<file path="config.mk">
export PLATFORM = sky130hd
export DESIGN_NAME = input_trim_overrange_regs
export DESIGN_NICKNAME = d
export VERILOG_FILES = /design/src/core/ovr_pkg.sv /design/src/core/trim_decode.sv /design/src/core/overrange_hold.sv /design/src/core/input_trim_overrange_regs.sv
export SDC_FILE = /design/constraint.sdc
export NUM_CORES = 1
export LEC_CHECK = 0
export CORE_UTILIZATION = 65
export CTS_CLUSTER_DIAMETER = 50
export DETAILED_ROUTE_END_ITERATION = 8
export DONT_BUFFER_PORTS = 1
export PLACE_DENSITY = 0.87
export SLEW_MARGIN = 30
export SYNTH_ARGS = -nofsm -noshare
export SYNTH_HDL_FRONTEND = slang
export SYNTH_SLANG_ARGS = --single-unit
</file>
<file path="constraint.sdc">
create_clock -name sys_clk_i -period 4.1 [get_ports sys_clk_i]
set_clock_uncertainty 0.1 [all_clocks]
set_input_delay 0.205 -clock sys_clk_i [delete_from_list [all_inputs] [get_ports sys_clk_i]]
set_output_delay 0.205 -clock sys_clk_i [all_outputs]
set_load 0.02 [all_outputs]
</file>
<file path="src/core/ovr_pkg.sv">
package ovr_pkg;
    localparam logic [7:0] IMB_TRIM_OFS   = 8'h14;
    localparam logic [7:0] OVERRANGE_ENABLE_OFS     = 8'h3a;
    localparam logic [7:0] OVERRANGE_HOLD_CTL_OFS   = 8'h3b;
    localparam logic [7:0] OVERRANGE_THRESHOLD_OFS     = 8'h3c;
    localparam logic [7:0] IRQ_STATUS_OFS = 8'h40;
    localparam logic [7:0] IRQ_CLEAR_OFS  = 8'h41;
    localparam logic [7:0] IRQ_ENABLE_OFS = 8'h42;
    localparam logic [7:0] REG_RESET      = 8'h00;

    localparam int AMP_MSB    = 6;
    localparam int AMP_LSB    = 4;
    localparam int PH_MSB     = 3;
    localparam int PH_LSB     = 0;
    localparam int OVERRANGE_ENABLE_BIT = 0;
    localparam int HOLD_MSB   = 1;
    localparam int IRQ_W      = 2;
    localparam int IRQ_ONSET  = 0;
    localparam int IRQ_FALL   = 1;

    localparam logic [2:0]  AMP_RESERVED  = 3'h4;
    localparam logic [3:0]  PH_RESERVED   = 4'h8;
    localparam logic [7:0]  TERM_STEP_OHM = 8'h0a;
    localparam logic [10:0] CAP_STEP_FF   = 11'h0f0;
    localparam logic [3:0]  HOLD_EXT_0    = 4'h0;
    localparam logic [3:0]  HOLD_EXT_1    = 4'h3;
    localparam logic [3:0]  HOLD_EXT_2    = 4'h7;
    localparam logic [3:0]  HOLD_EXT_3    = 4'hf;
    localparam int          TH_SHIFT      = 7;
    localparam int          OVR_LATENCY   = 3;
    localparam logic signed [16:0] FS_POS = 17'sh07fff;
    localparam logic signed [16:0] FS_NEG = 17'sh18000;

    function automatic logic [3:0] hold_ext(input logic [1:0] code);
        case (code)
            2'h0:    hold_ext = HOLD_EXT_0;
            2'h1:    hold_ext = HOLD_EXT_1;
            2'h2:    hold_ext = HOLD_EXT_2;
            default: hold_ext = HOLD_EXT_3;
        endcase
    endfunction
endpackage

</file>
<file path="src/core/trim_decode.sv">
`timescale 1ns/1ns
module trim_decode
    import ovr_pkg::*;
(
    input  wire logic              sys_clk_i,
    input  wire logic              resetn_i,
    input  wire logic [7:0]        trim_i,
    output logic signed [7:0]      pos_term_ohm_o,
    output logic signed [7:0]      neg_term_ohm_o,
    output logic [10:0]            pos_cap_ff_o,
    output logic [10:0]            neg_cap_ff_o,
    output logic                   trim_reserved_o
);
    typedef struct packed {
        logic [7:0]  pos_ohm;
        logic [7:0]  neg_ohm;
        logic [10:0] pos_cap;
        logic [10:0] neg_cap;
        logic        rsvd;
    } trim_st_t;
    trim_st_t st, next_st;
    logic [2:0]  amp;
    logic [3:0]  ph;
    logic [7:0]  mag;
    logic [10:0] cap;

    assign amp = trim_i[AMP_MSB:AMP_LSB];
    assign ph  = trim_i[PH_MSB:PH_LSB];

    always_comb begin
        // codes 5..7 and 1..3 share the low two bits as step count
        mag = 8'(amp[1:0]) * TERM_STEP_OHM;
        cap = 11'(ph[2:0]) * CAP_STEP_FF;
        next_st.pos_ohm = amp[2] ? mag : 8'(-mag);
        next_st.neg_ohm = amp[2] ? 8'(-mag) : mag;
        next_st.pos_cap = ph[3] ? 11'h000 : cap;
        next_st.neg_cap = ph[3] ? cap : 11'h000;
        // reserved codes apply no change
        next_st.rsvd = (amp == AMP_RESERVED) || (ph == PH_RESERVED);
    end

    always_ff @(posedge sys_clk_i or negedge resetn_i) begin
        if (!resetn_i) begin
            st <= '0;
        end else begin
            st <= next_st;
        end
    end

    assign pos_term_ohm_o  = st.pos_ohm;
    assign neg_term_ohm_o  = st.neg_ohm;
    assign pos_cap_ff_o    = st.pos_cap;
    assign neg_cap_ff_o    = st.neg_cap;
    assign trim_reserved_o = st.rsvd;
endmodule

</file>
<file path="src/core/overrange_hold.sv">
`timescale 1ns/1ns
module overrange_hold
    import ovr_pkg::*;
(
    input  wire logic       sys_clk_i,
    input  wire logic       resetn_i,
    input  wire logic       sample_en_i,
    input  wire logic       raw_i,
    input  wire logic [1:0] hold_code_i,
    input  wire logic       clear_i,
    output logic            indicator_o
);
    typedef struct packed {
        logic [3:0] cnt;
        logic       ind;
    } hold_st_t;
    hold_st_t st, next_st;

    always_comb begin
        next_st = st;
        if (clear_i) begin
            next_st = '0;
        end else if (sample_en_i) begin
            if (raw_i) begin
                next_st.ind = 1'b1;
                next_st.cnt = hold_ext(hold_code_i);
            end else if (st.cnt != 4'h0) begin
                next_st.cnt = 4'(st.cnt - 4'h1);
                next_st.ind = 1'b1;
            end else begin
                next_st.ind = 1'b0;
            end
        end
    end

    always_ff @(posedge sys_clk_i or negedge resetn_i) begin
        if (!resetn_i) begin
            st <= '0;
        end else begin
            st <= next_st;
        end
    end

    assign indicator_o = st.ind;

    hold_restart_a: assert property (@(posedge sys_clk_i) disable iff (!resetn_i)
        (sample_en_i && raw_i && !clear_i) |=> (st.ind && st.cnt == hold_ext($past(hold_code_i))))
        else $error("hold count not restarted on new event");
    sample_paced_a: assert property (@(posedge sys_clk_i) disable iff (!resetn_i)
        $changed(st.ind) |-> ($past(sample_en_i) || $past(clear_i)))
        else $error("indicator moved without a sampling tick");
endmodule

</file>
<file path="src/core/input_trim_overrange_regs.sv">
// Strobed register access was chosen for this implementation.
`timescale 1ns/1ns

// Notes on behaviour
// - Amplitude code 5..7 moves the positive termination up and the negative down by 10/20/30 ohm, 1..3 the reverse, 0 none, 4 reserved.
// - Phase code 1..7 loads the positive input with 0.24 pF steps up to 1.68 pF, 9..15 the negative input, 0 none, 8 reserved.
// - With the enable bit clear detection is off; with it set the indicator is driven on the serial data pin.
// - A sample beyond the threshold is an over-range event and raises the indicator.
// - After the input falls back the indicator stays up 0, 3, 7 or 15 extra cycles per the hold code.
// - The hold extension counts sampling clock periods, not reference clock periods.
// - The enable register resets to zero so detection starts disabled.
// - The hold register resets to zero so there is no extension until programmed.
// - Thresholds sit the threshold value times 128 codes inside each full-scale extreme; zero means full scale.
module input_trim_overrange_regs
    import ovr_pkg::*;
(
    input  wire logic              sys_clk_i,
    input  wire logic              resetn_i,
    input  wire logic [7:0]        reg_addr_i,
    input  wire logic [7:0]        reg_wdata_i,
    input  wire logic              reg_wr_i,
    input  wire logic              reg_rd_i,
    output logic [7:0]             reg_rdata_o,
    input  wire logic [15:0]       sample_i,
    input  wire logic              sample_valid_i,
    output logic                   overrange_indicator_o,
    output logic                   serial_data_out_pin_o,
    output logic                   serial_data_out_pin_oe_o,
    output logic signed [7:0]      pos_term_ohm_o,
    output logic signed [7:0]      neg_term_ohm_o,
    output logic [10:0]            pos_cap_ff_o,
    output logic [10:0]            neg_cap_ff_o,
    output logic                   trim_reserved_o,
    output logic                   irq_o
);

    typedef struct packed {
        logic [7:0]             imb;
        logic [7:0]             en;
        logic [7:0]             hold;
        logic [7:0]             th;
        logic [IRQ_W-1:0]       irq_status;
        logic [IRQ_W-1:0]       irq_enable;
        logic [7:0]             rdata;
        logic [OVR_LATENCY-1:0] dly;
        logic                   ind_prev;
        logic [4:0]             run;
    } state_t;

    state_t st;
    state_t next_st;

    logic                   en_bit;
    logic [1:0]             hold_code;
    logic [14:0]            thr_mag;
    logic signed [16:0]     thr_hi;
    logic signed [16:0]     thr_lo;
    logic signed [16:0]     s_ext;
    logic                   over_raw;
    logic                   raw_late;
    logic                   ind;
    logic                   onset;
    logic                   fall;
    logic [IRQ_W-1:0]       clr;

    assign en_bit    = st.en[OVERRANGE_ENABLE_BIT];
    assign hold_code = st.hold[HOLD_MSB:0];

    // threshold magnitude is value x 128, pulled in from both clip codes
    assign thr_mag = 15'({st.th, 7'h00}) >> (7 - TH_SHIFT);
    assign thr_hi  = 17'(FS_POS - $signed({2'b00, thr_mag}));
    assign thr_lo  = 17'(FS_NEG + $signed({2'b00, thr_mag}));
    assign s_ext   = $signed({sample_i[15], sample_i});

    // at or beyond the threshold counts, so full scale catches clip codes
    assign over_raw = (s_ext >= thr_hi) || (s_ext <= thr_lo);

    assign raw_late = st.dly[OVR_LATENCY-1];

    trim_decode u_trim (
        .sys_clk_i       (sys_clk_i),
        .resetn_i        (resetn_i),
        .trim_i          (st.imb),
        .pos_term_ohm_o  (pos_term_ohm_o),
        .neg_term_ohm_o  (neg_term_ohm_o),
        .pos_cap_ff_o    (pos_cap_ff_o),
        .neg_cap_ff_o    (neg_cap_ff_o),
        .trim_reserved_o (trim_reserved_o)
    );

    overrange_hold u_hold (
        .sys_clk_i   (sys_clk_i),
        .resetn_i    (resetn_i),
        .sample_en_i (sample_valid_i),
        .raw_i       (raw_late),
        .hold_code_i (hold_code),
        .clear_i     (!en_bit),
        .indicator_o (ind)
    );

    assign onset = ind && !st.ind_prev;
    assign fall  = !ind && st.ind_prev;

    always_comb begin
        next_st          = st;
        next_st.rdata    = 8'h00;
        next_st.ind_prev = ind;
        clr              = '0;

        if (reg_wr_i) begin
            case (reg_addr_i)
                IMB_TRIM_OFS:   next_st.imb = reg_wdata_i;
                OVERRANGE_ENABLE_OFS:     next_st.en = reg_wdata_i;
                OVERRANGE_HOLD_CTL_OFS:   next_st.hold = reg_wdata_i;
                OVERRANGE_THRESHOLD_OFS:     next_st.th = reg_wdata_i;
                IRQ_CLEAR_OFS:  clr = reg_wdata_i[IRQ_W-1:0];
                IRQ_ENABLE_OFS: next_st.irq_enable = reg_wdata_i[IRQ_W-1:0];
                default:        ;
            endcase
        end

        // a new event in the clearing cycle survives the clear
        next_st.irq_status = (st.irq_status & ~clr);
        next_st.irq_status[IRQ_ONSET] = next_st.irq_status[IRQ_ONSET] | onset;
        next_st.irq_status[IRQ_FALL]  = next_st.irq_status[IRQ_FALL] | fall;

        if (reg_rd_i) begin
            case (reg_addr_i)
                IMB_TRIM_OFS:   next_st.rdata = st.imb;
                OVERRANGE_ENABLE_OFS:     next_st.rdata = st.en;
                OVERRANGE_HOLD_CTL_OFS:   next_st.rdata = st.hold;
                OVERRANGE_THRESHOLD_OFS:     next_st.rdata = st.th;
                IRQ_STATUS_OFS: next_st.rdata = {6'h00, st.irq_status};
                IRQ_ENABLE_OFS: next_st.rdata = {6'h00, st.irq_enable};
                default:        next_st.rdata = 8'h00;
            endcase
        end

        // pipeline advances only on sampling ticks; disable flushes it
        if (!en_bit) begin
            next_st.dly = '0;
        end else if (sample_valid_i) begin
            next_st.dly = {st.dly[OVR_LATENCY-2:0], over_raw};
        end

        // run of low samples seen while the indicator is still up
        if (!en_bit) begin
            next_st.run = 5'h00;
        end else if (sample_valid_i) begin
            if (raw_late) begin
                next_st.run = 5'h00;
            end else if (ind) begin
                next_st.run = 5'(st.run + 5'h01);
            end
        end
    end

    // all fields clear to the documented zero reset value
    always_ff @(posedge sys_clk_i or negedge resetn_i) begin
        if (!resetn_i) begin
            st <= '0;
        end else begin
            st <= next_st;
        end
    end

    assign reg_rdata_o              = st.rdata;
    assign overrange_indicator_o    = ind;
    assign serial_data_out_pin_o    = ind && en_bit;
    assign serial_data_out_pin_oe_o = en_bit;
    assign irq_o                    = |(st.irq_status & st.irq_enable);

    amp_decode_a: assert property (@(posedge sys_clk_i) disable iff (!resetn_i)
        (st.imb[AMP_MSB:AMP_LSB] == 3'h7) |=> (pos_term_ohm_o == 8'sh1e && neg_term_ohm_o == -8'sh1e))
        else $error("amplitude code 7 not decoded to 30 ohm");

    amp_reverse_a: assert property (@(posedge sys_clk_i) disable iff (!resetn_i)
        (st.imb[AMP_MSB:AMP_LSB] == 3'h1) |=> (pos_term_ohm_o == -8'sh0a && neg_term_ohm_o == 8'sh0a))
        else $error("amplitude code 1 not decoded to -10 ohm");

    phase_decode_a: assert property (@(posedge sys_clk_i) disable iff (!resetn_i)
        (st.imb[PH_MSB:PH_LSB] == 4'hf) |=> (neg_cap_ff_o == 11'h690 && pos_cap_ff_o == 11'h000))
        else $error("phase code 15 not decoded to 1.68 pF");

    phase_step_a: assert property (@(posedge sys_clk_i) disable iff (!resetn_i)
        (st.imb[PH_MSB:PH_LSB] == 4'h1) |=> (pos_cap_ff_o == 11'h0f0 && neg_cap_ff_o == 11'h000))
        else $error("phase code 1 not decoded to 0.24 pF");

    disable_quiet_a: assert property (@(posedge sys_clk_i) disable iff (!resetn_i)
        (!en_bit && !$past(en_bit)) |-> (!ind && !serial_data_out_pin_o && st.dly == '0))
        else $error("indicator active while disabled");

    full_scale_a: assert property (@(posedge sys_clk_i) disable iff (!resetn_i)
        (en_bit && sample_valid_i && st.th == 8'h00 && sample_i == 16'h7fff) |=> st.dly[0])
        else $error("full-scale sample not flagged");

    hold_extend_a: assert property (@(posedge sys_clk_i) disable iff (!resetn_i)
        ($fell(ind) && en_bit && $past(en_bit) && $stable(hold_code))
        |-> (st.run == 5'(hold_ext(hold_code)) + 5'h01))
        else $error("hold extension length wrong");

    fixed_latency_a: assert property (@(posedge sys_clk_i) disable iff (!resetn_i)
        ($rose(ind) |-> $past(raw_late)) and ($fell(ind) && $past(en_bit) |-> !$past(raw_late)))
        else $error("indicator edge not tied to pipeline output");

    enable_reset_a: assert property (@(posedge sys_clk_i)
        !resetn_i |-> (st.en == REG_RESET && !serial_data_out_pin_oe_o))
        else $error("enable register not zero in reset");

    hold_reset_a: assert property (@(posedge sys_clk_i)
        !resetn_i |-> (st.hold == REG_RESET))
        else $error("hold register not zero in reset");

    threshold_below_a: assert property (@(posedge sys_clk_i) disable iff (!resetn_i)
        (en_bit && sample_valid_i && st.th == 8'h01 && sample_i == 16'h7f7e) |=> !st.dly[0])
        else $error("sample inside threshold flagged");

    threshold_at_a: assert property (@(posedge sys_clk_i) disable iff (!resetn_i)
        (en_bit && sample_valid_i && st.th == 8'h01 && sample_i == 16'h8080) |=> st.dly[0])
        else $error("sample at negative threshold missed");

    irq_set_wins_a: assert property (@(posedge sys_clk_i) disable iff (!resetn_i)
        (onset && reg_wr_i && reg_addr_i == IRQ_CLEAR_OFS) |=> st.irq_status[IRQ_ONSET])
        else $error("onset event lost to clear");

endmodule

</file>
==> results list <==
- Result of the run: completed
- Vias: 2631
* Setup-violating endpoint count in the final report: 0
- Critical Path End Type: register
* Share of post-route cells with drive strength above 1: 17.9%
* Period Utilization, post-route: 58.0%
- From bottom edge to top edge, the die measures 81.0 um.
- For the worst setup path, the data required time is 4.23 ns.
- Across the VDD grid, the largest voltage drop is 0.306 mV.
* Number of rows created at floorplan: 28
- Measured along the x axis, the die boundary spans 81.0 um.
- The first global-routing pass estimated 12800 um of wire.
- Initial antenna violation count: 0
* Data arrival at the endpoint of the critical path: 2.51 ns
- Counting the buffers created by CTS gives 9.
- The synthesized design devotes to its leading area cell type 47.5% of total area.
- The clock network burns 38.0% of the power.
- In this run the power spent charging and discharging nets is 0.425 mW.
- Most common library cells after synthesis: sky130_fd_sc_hd__dfrtp_1, sky130_fd_sc_hd__mux2_2, sky130_fd_sc_hd__nor2_1
- Starting density of the core: 68.1%
* FILL cells: 415
- GPL Wtd Cong: 0.858
* Post-layout nets: 427
* Hold crit path type: in2reg
- TritonCTS built the clock tree.
- Power per standard cell area: 360 nW/um2
* Switching fraction of total power: 27.3%
* Shortest clock period the worst path allows after layout: 2.38 ns
* Sequential cell area: 1930 um2
* Global-route usage over all layers: 26.8%
* Remaining routing DRC violations: 0
- Summed over all cells, the static leakage comes to 2.10 nW.
* Sum of negative setup slack: 0 ns
* Mean area per synthesized cell: 11.4 um2
- After detailed routing, the total wire length is 7960 um.
* Total congestion overflow: 0
- STA classifies the critical path startpoint as a register.
* Sinks on Clock Net: 77
* Biggest area contributors in the synthesized netlist: sky130_fd_sc_hd__dfrtp_1, sky130_fd_sc_hd__mux2_2, sky130_fd_sc_hd__ha_1
- Setup repair after global routing left no endpoint under its margin.
* Worst-case clock buffer depth: 2
- Number of max-slew violations in the final report: 0
- Number of ports placed on the die boundary: 88
* Seq/Total Area, Yosys: 47.5%
- Int Power: 1.13 mW
- Worst-skew pair later-pin latency: 0.36 ns
* Placed wire-length estimate: 5530 um
* Most used DFF post-synth: sky130_fd_sc_hd__dfrtp_1
- Number of endpoints with negative hold slack in the final report: 0
- Post-synthesis register bit count: 77
- Tightest slew margin relative to the limit: 61.9%
* Cell area after placement: 3970 um2
* Resize count post-CTS: 0
- Drt pass-1 iters: 4
- The synthesized design spends more area on one cell type than any other, namely sky130_fd_sc_hd__dfrtp_1.
* Clock Tree Root: sky130_fd_sc_hd__clkbuf_8
* Final std cell area, no fill: 4320 um2
- For the pin with the worst max-slew slack, the measured transition is 0.570 ns.
- Summing every instance area after synthesis gives 4060 um2.
- The Yosys step of the flow raised 0 warnings.
- In the post-synthesis netlist, the cell with the most instances is sky130_fd_sc_hd__dfrtp_1.
* Fraction of registers with async set or reset after synthesis: 100%
- Maximum Capacitance Violations: 0
* Buffers added on ports: 0
- The clock tree synthesis step divided the H-tree into 3 levels.
* Via count of the first global-routing pass: 2678
- Post-CTS clock slew at the launch and capture registers of the worst setup and hold paths: 0.08 ns
* Number of nets with antenna violations after routing: 0
* Biggest fanout along the worst timing path: 7
- Sequential share of power: 53.4%
- Largest net degree at the start of global routing: 78
- Post-synth EDFFs: 0
- Antenna diode instance count: 0
- Unique masters post-synth: 53
- Core footprint: 5960 um2
* Area delta synth->final: 6.60%
* Comb pwr share: 8.6%
* DR iter-0 viols: 116
- Via density per instance: 5.99
* Maximum clock rate: 0.421 GHz
- The cell count after synthesis came out at 357.
* Area of the multi-input gates: 1850 um2
* CP Class: reg2reg
- The die covers 6560 um2.
- DR WL/cell: 18.1 um
- Post-CTS Setup Repair Bufs: 0
## routing by layer
metal  GRT usage, %  vias up  wire length, um
met5              0        -                0
met2           44.2       94             3920
met1           32.7     1296             3360
met4           13.0        0              204
met3           6.85       21              468
li1               -     1220                -
## cell families after synthesis
| group | share of synthesized area, % |
|---|---|
| muxes | 12.7 |
| adders and majority gates | 10.1 |
| other | 0.0924 |
| AOI/OAI and AO/OA | 8.95 |
| buffers and inverters | 7.62 |
| and+or+nand+nor | 12.6 |
| xor gates and xnor gates | 0.432 |
| DFF | 47.5 |
## worst max-delay path, cell delays in order, from the launching register on
cell	delay, ns
sky130_fd_sc_hd__dfrtp_1	0.48
sky130_fd_sc_hd__fa_1	0.57
sky130_fd_sc_hd__ha_1	0.27
sky130_fd_sc_hd__fa_1	0.41
sky130_fd_sc_hd__a21o_1	0.19
sky130_fd_sc_hd__a21oi_1	0.19
sky130_fd_sc_hd__nor2_1	0.05
## final cells by class
cell class / count / area share, %
Sequential cell: 77 / 44.6
Multi-Input combinational cell: 232 / 42.9
Timing Repair Buffer: 13 / 3.41
Clock buffer: 9 / 2.86
Inverter: 26 / 2.26
Tap cell: 75 / 2.17
Clock inverter: 7 / 1.85
## flip-flops by register name, summed over array words and instances, names as in the netlist
register	count
hold_code	2
raw_late	1
reg_rdata_o	8
serial_data_out_pin_oe_o	1
st	36
u_hold.indicator_o	1
u_hold.st	4
u_trim.neg_cap_ff_o	7
u_trim.neg_term_ohm_o	4
u_trim.pos_cap_ff_o	7
u_trim.pos_term_ohm_o	5
u_trim.trim_reserved_o	1
## layout by cell type (no fill, tap or decap), types with 8 or more instances in the layout
cell and count:
sky130_fd_sc_hd__clkbuf_8 9, sky130_fd_sc_hd__mux2i_1 10, sky130_fd_sc_hd__dlygate4sd3_1 12, sky130_fd_sc_hd__nand2_1 18
sky130_fd_sc_hd__ha_1 28, sky130_fd_sc_hd__nor2_1 30, sky130_fd_sc_hd__o21ai_0 12, sky130_fd_sc_hd__inv_1 26
sky130_fd_sc_hd__a21oi_1 8, sky130_fd_sc_hd__conb_1 10, sky130_fd_sc_hd__nor2b_1 9, sky130_fd_sc_hd__mux2_2 37
sky130_fd_sc_hd__dfrtp_1 77
## repair_timing
action | 4_1_cts | 5_1_grt
hold endpoints to repair | 124 | 0
hold buffers | 13 | 0
endpoints found under the setup margin | 0 | 0
## stage by stage
step | worst slack [ns] | utilization, % | hold slack [ns] | std cells | total power [mW]
2_1_floorplan | 1.87 | - | -0.191 | 366 | 0.940
3_3_place_gp | 1.82 | 66.7 | -0.189 | 410 | 0.940
3_5_place_dp | 1.73 | 66.7 | -0.189 | 410 | 0.948
4_1_cts | 1.72 | 72.6 | 0.0215 | 439 | 1.57
5_1_grt | 1.64 | 72.6 | 0.0317 | 439 | 1.62
6_report | 1.72 | 72.6 | 0.0261 | 439 | 1.56
## power groups by stage
stage	logic (mW)	clock network (mW)	registers, mW
final	0.134	0.592	0.832
after global routing	0.150	0.637	0.837
after CTS	0.134	0.600	0.831
after detailed placement	0.101	0	0.847
after global placement	0.0952	0	0.845
after floorplan	0.107	0	0.834
## path summary, 6_finish.rpt
kind	startpoint	endpoint	slack (ns)	cells after the start
worst max-delay path	st[46]$_DFFE_PN0P_	u_trim.pos_cap_ff_o[10]$_DFF_PN0_	1.72	6
worst min-delay path	reg_addr_i[0]	st[20]$_DFF_PN0_	0.03	4
worst max register to register	st[46]$_DFFE_PN0P_	u_trim.pos_cap_ff_o[10]$_DFF_PN0_	1.72	6
worst min register to register	st[49]$_DFFE_PN0P_	u_trim.pos_term_ohm_o[1]$_DFF_PN0_	0.40	0
max in group asynchronous	resetn_i	st[7]$_DFFE_PN0P_	3.30	2
min in group asynchronous	resetn_i	reg_rdata_o[7]$_DFF_PN0_	0.32	2
(Power assumes the default switching activity.)
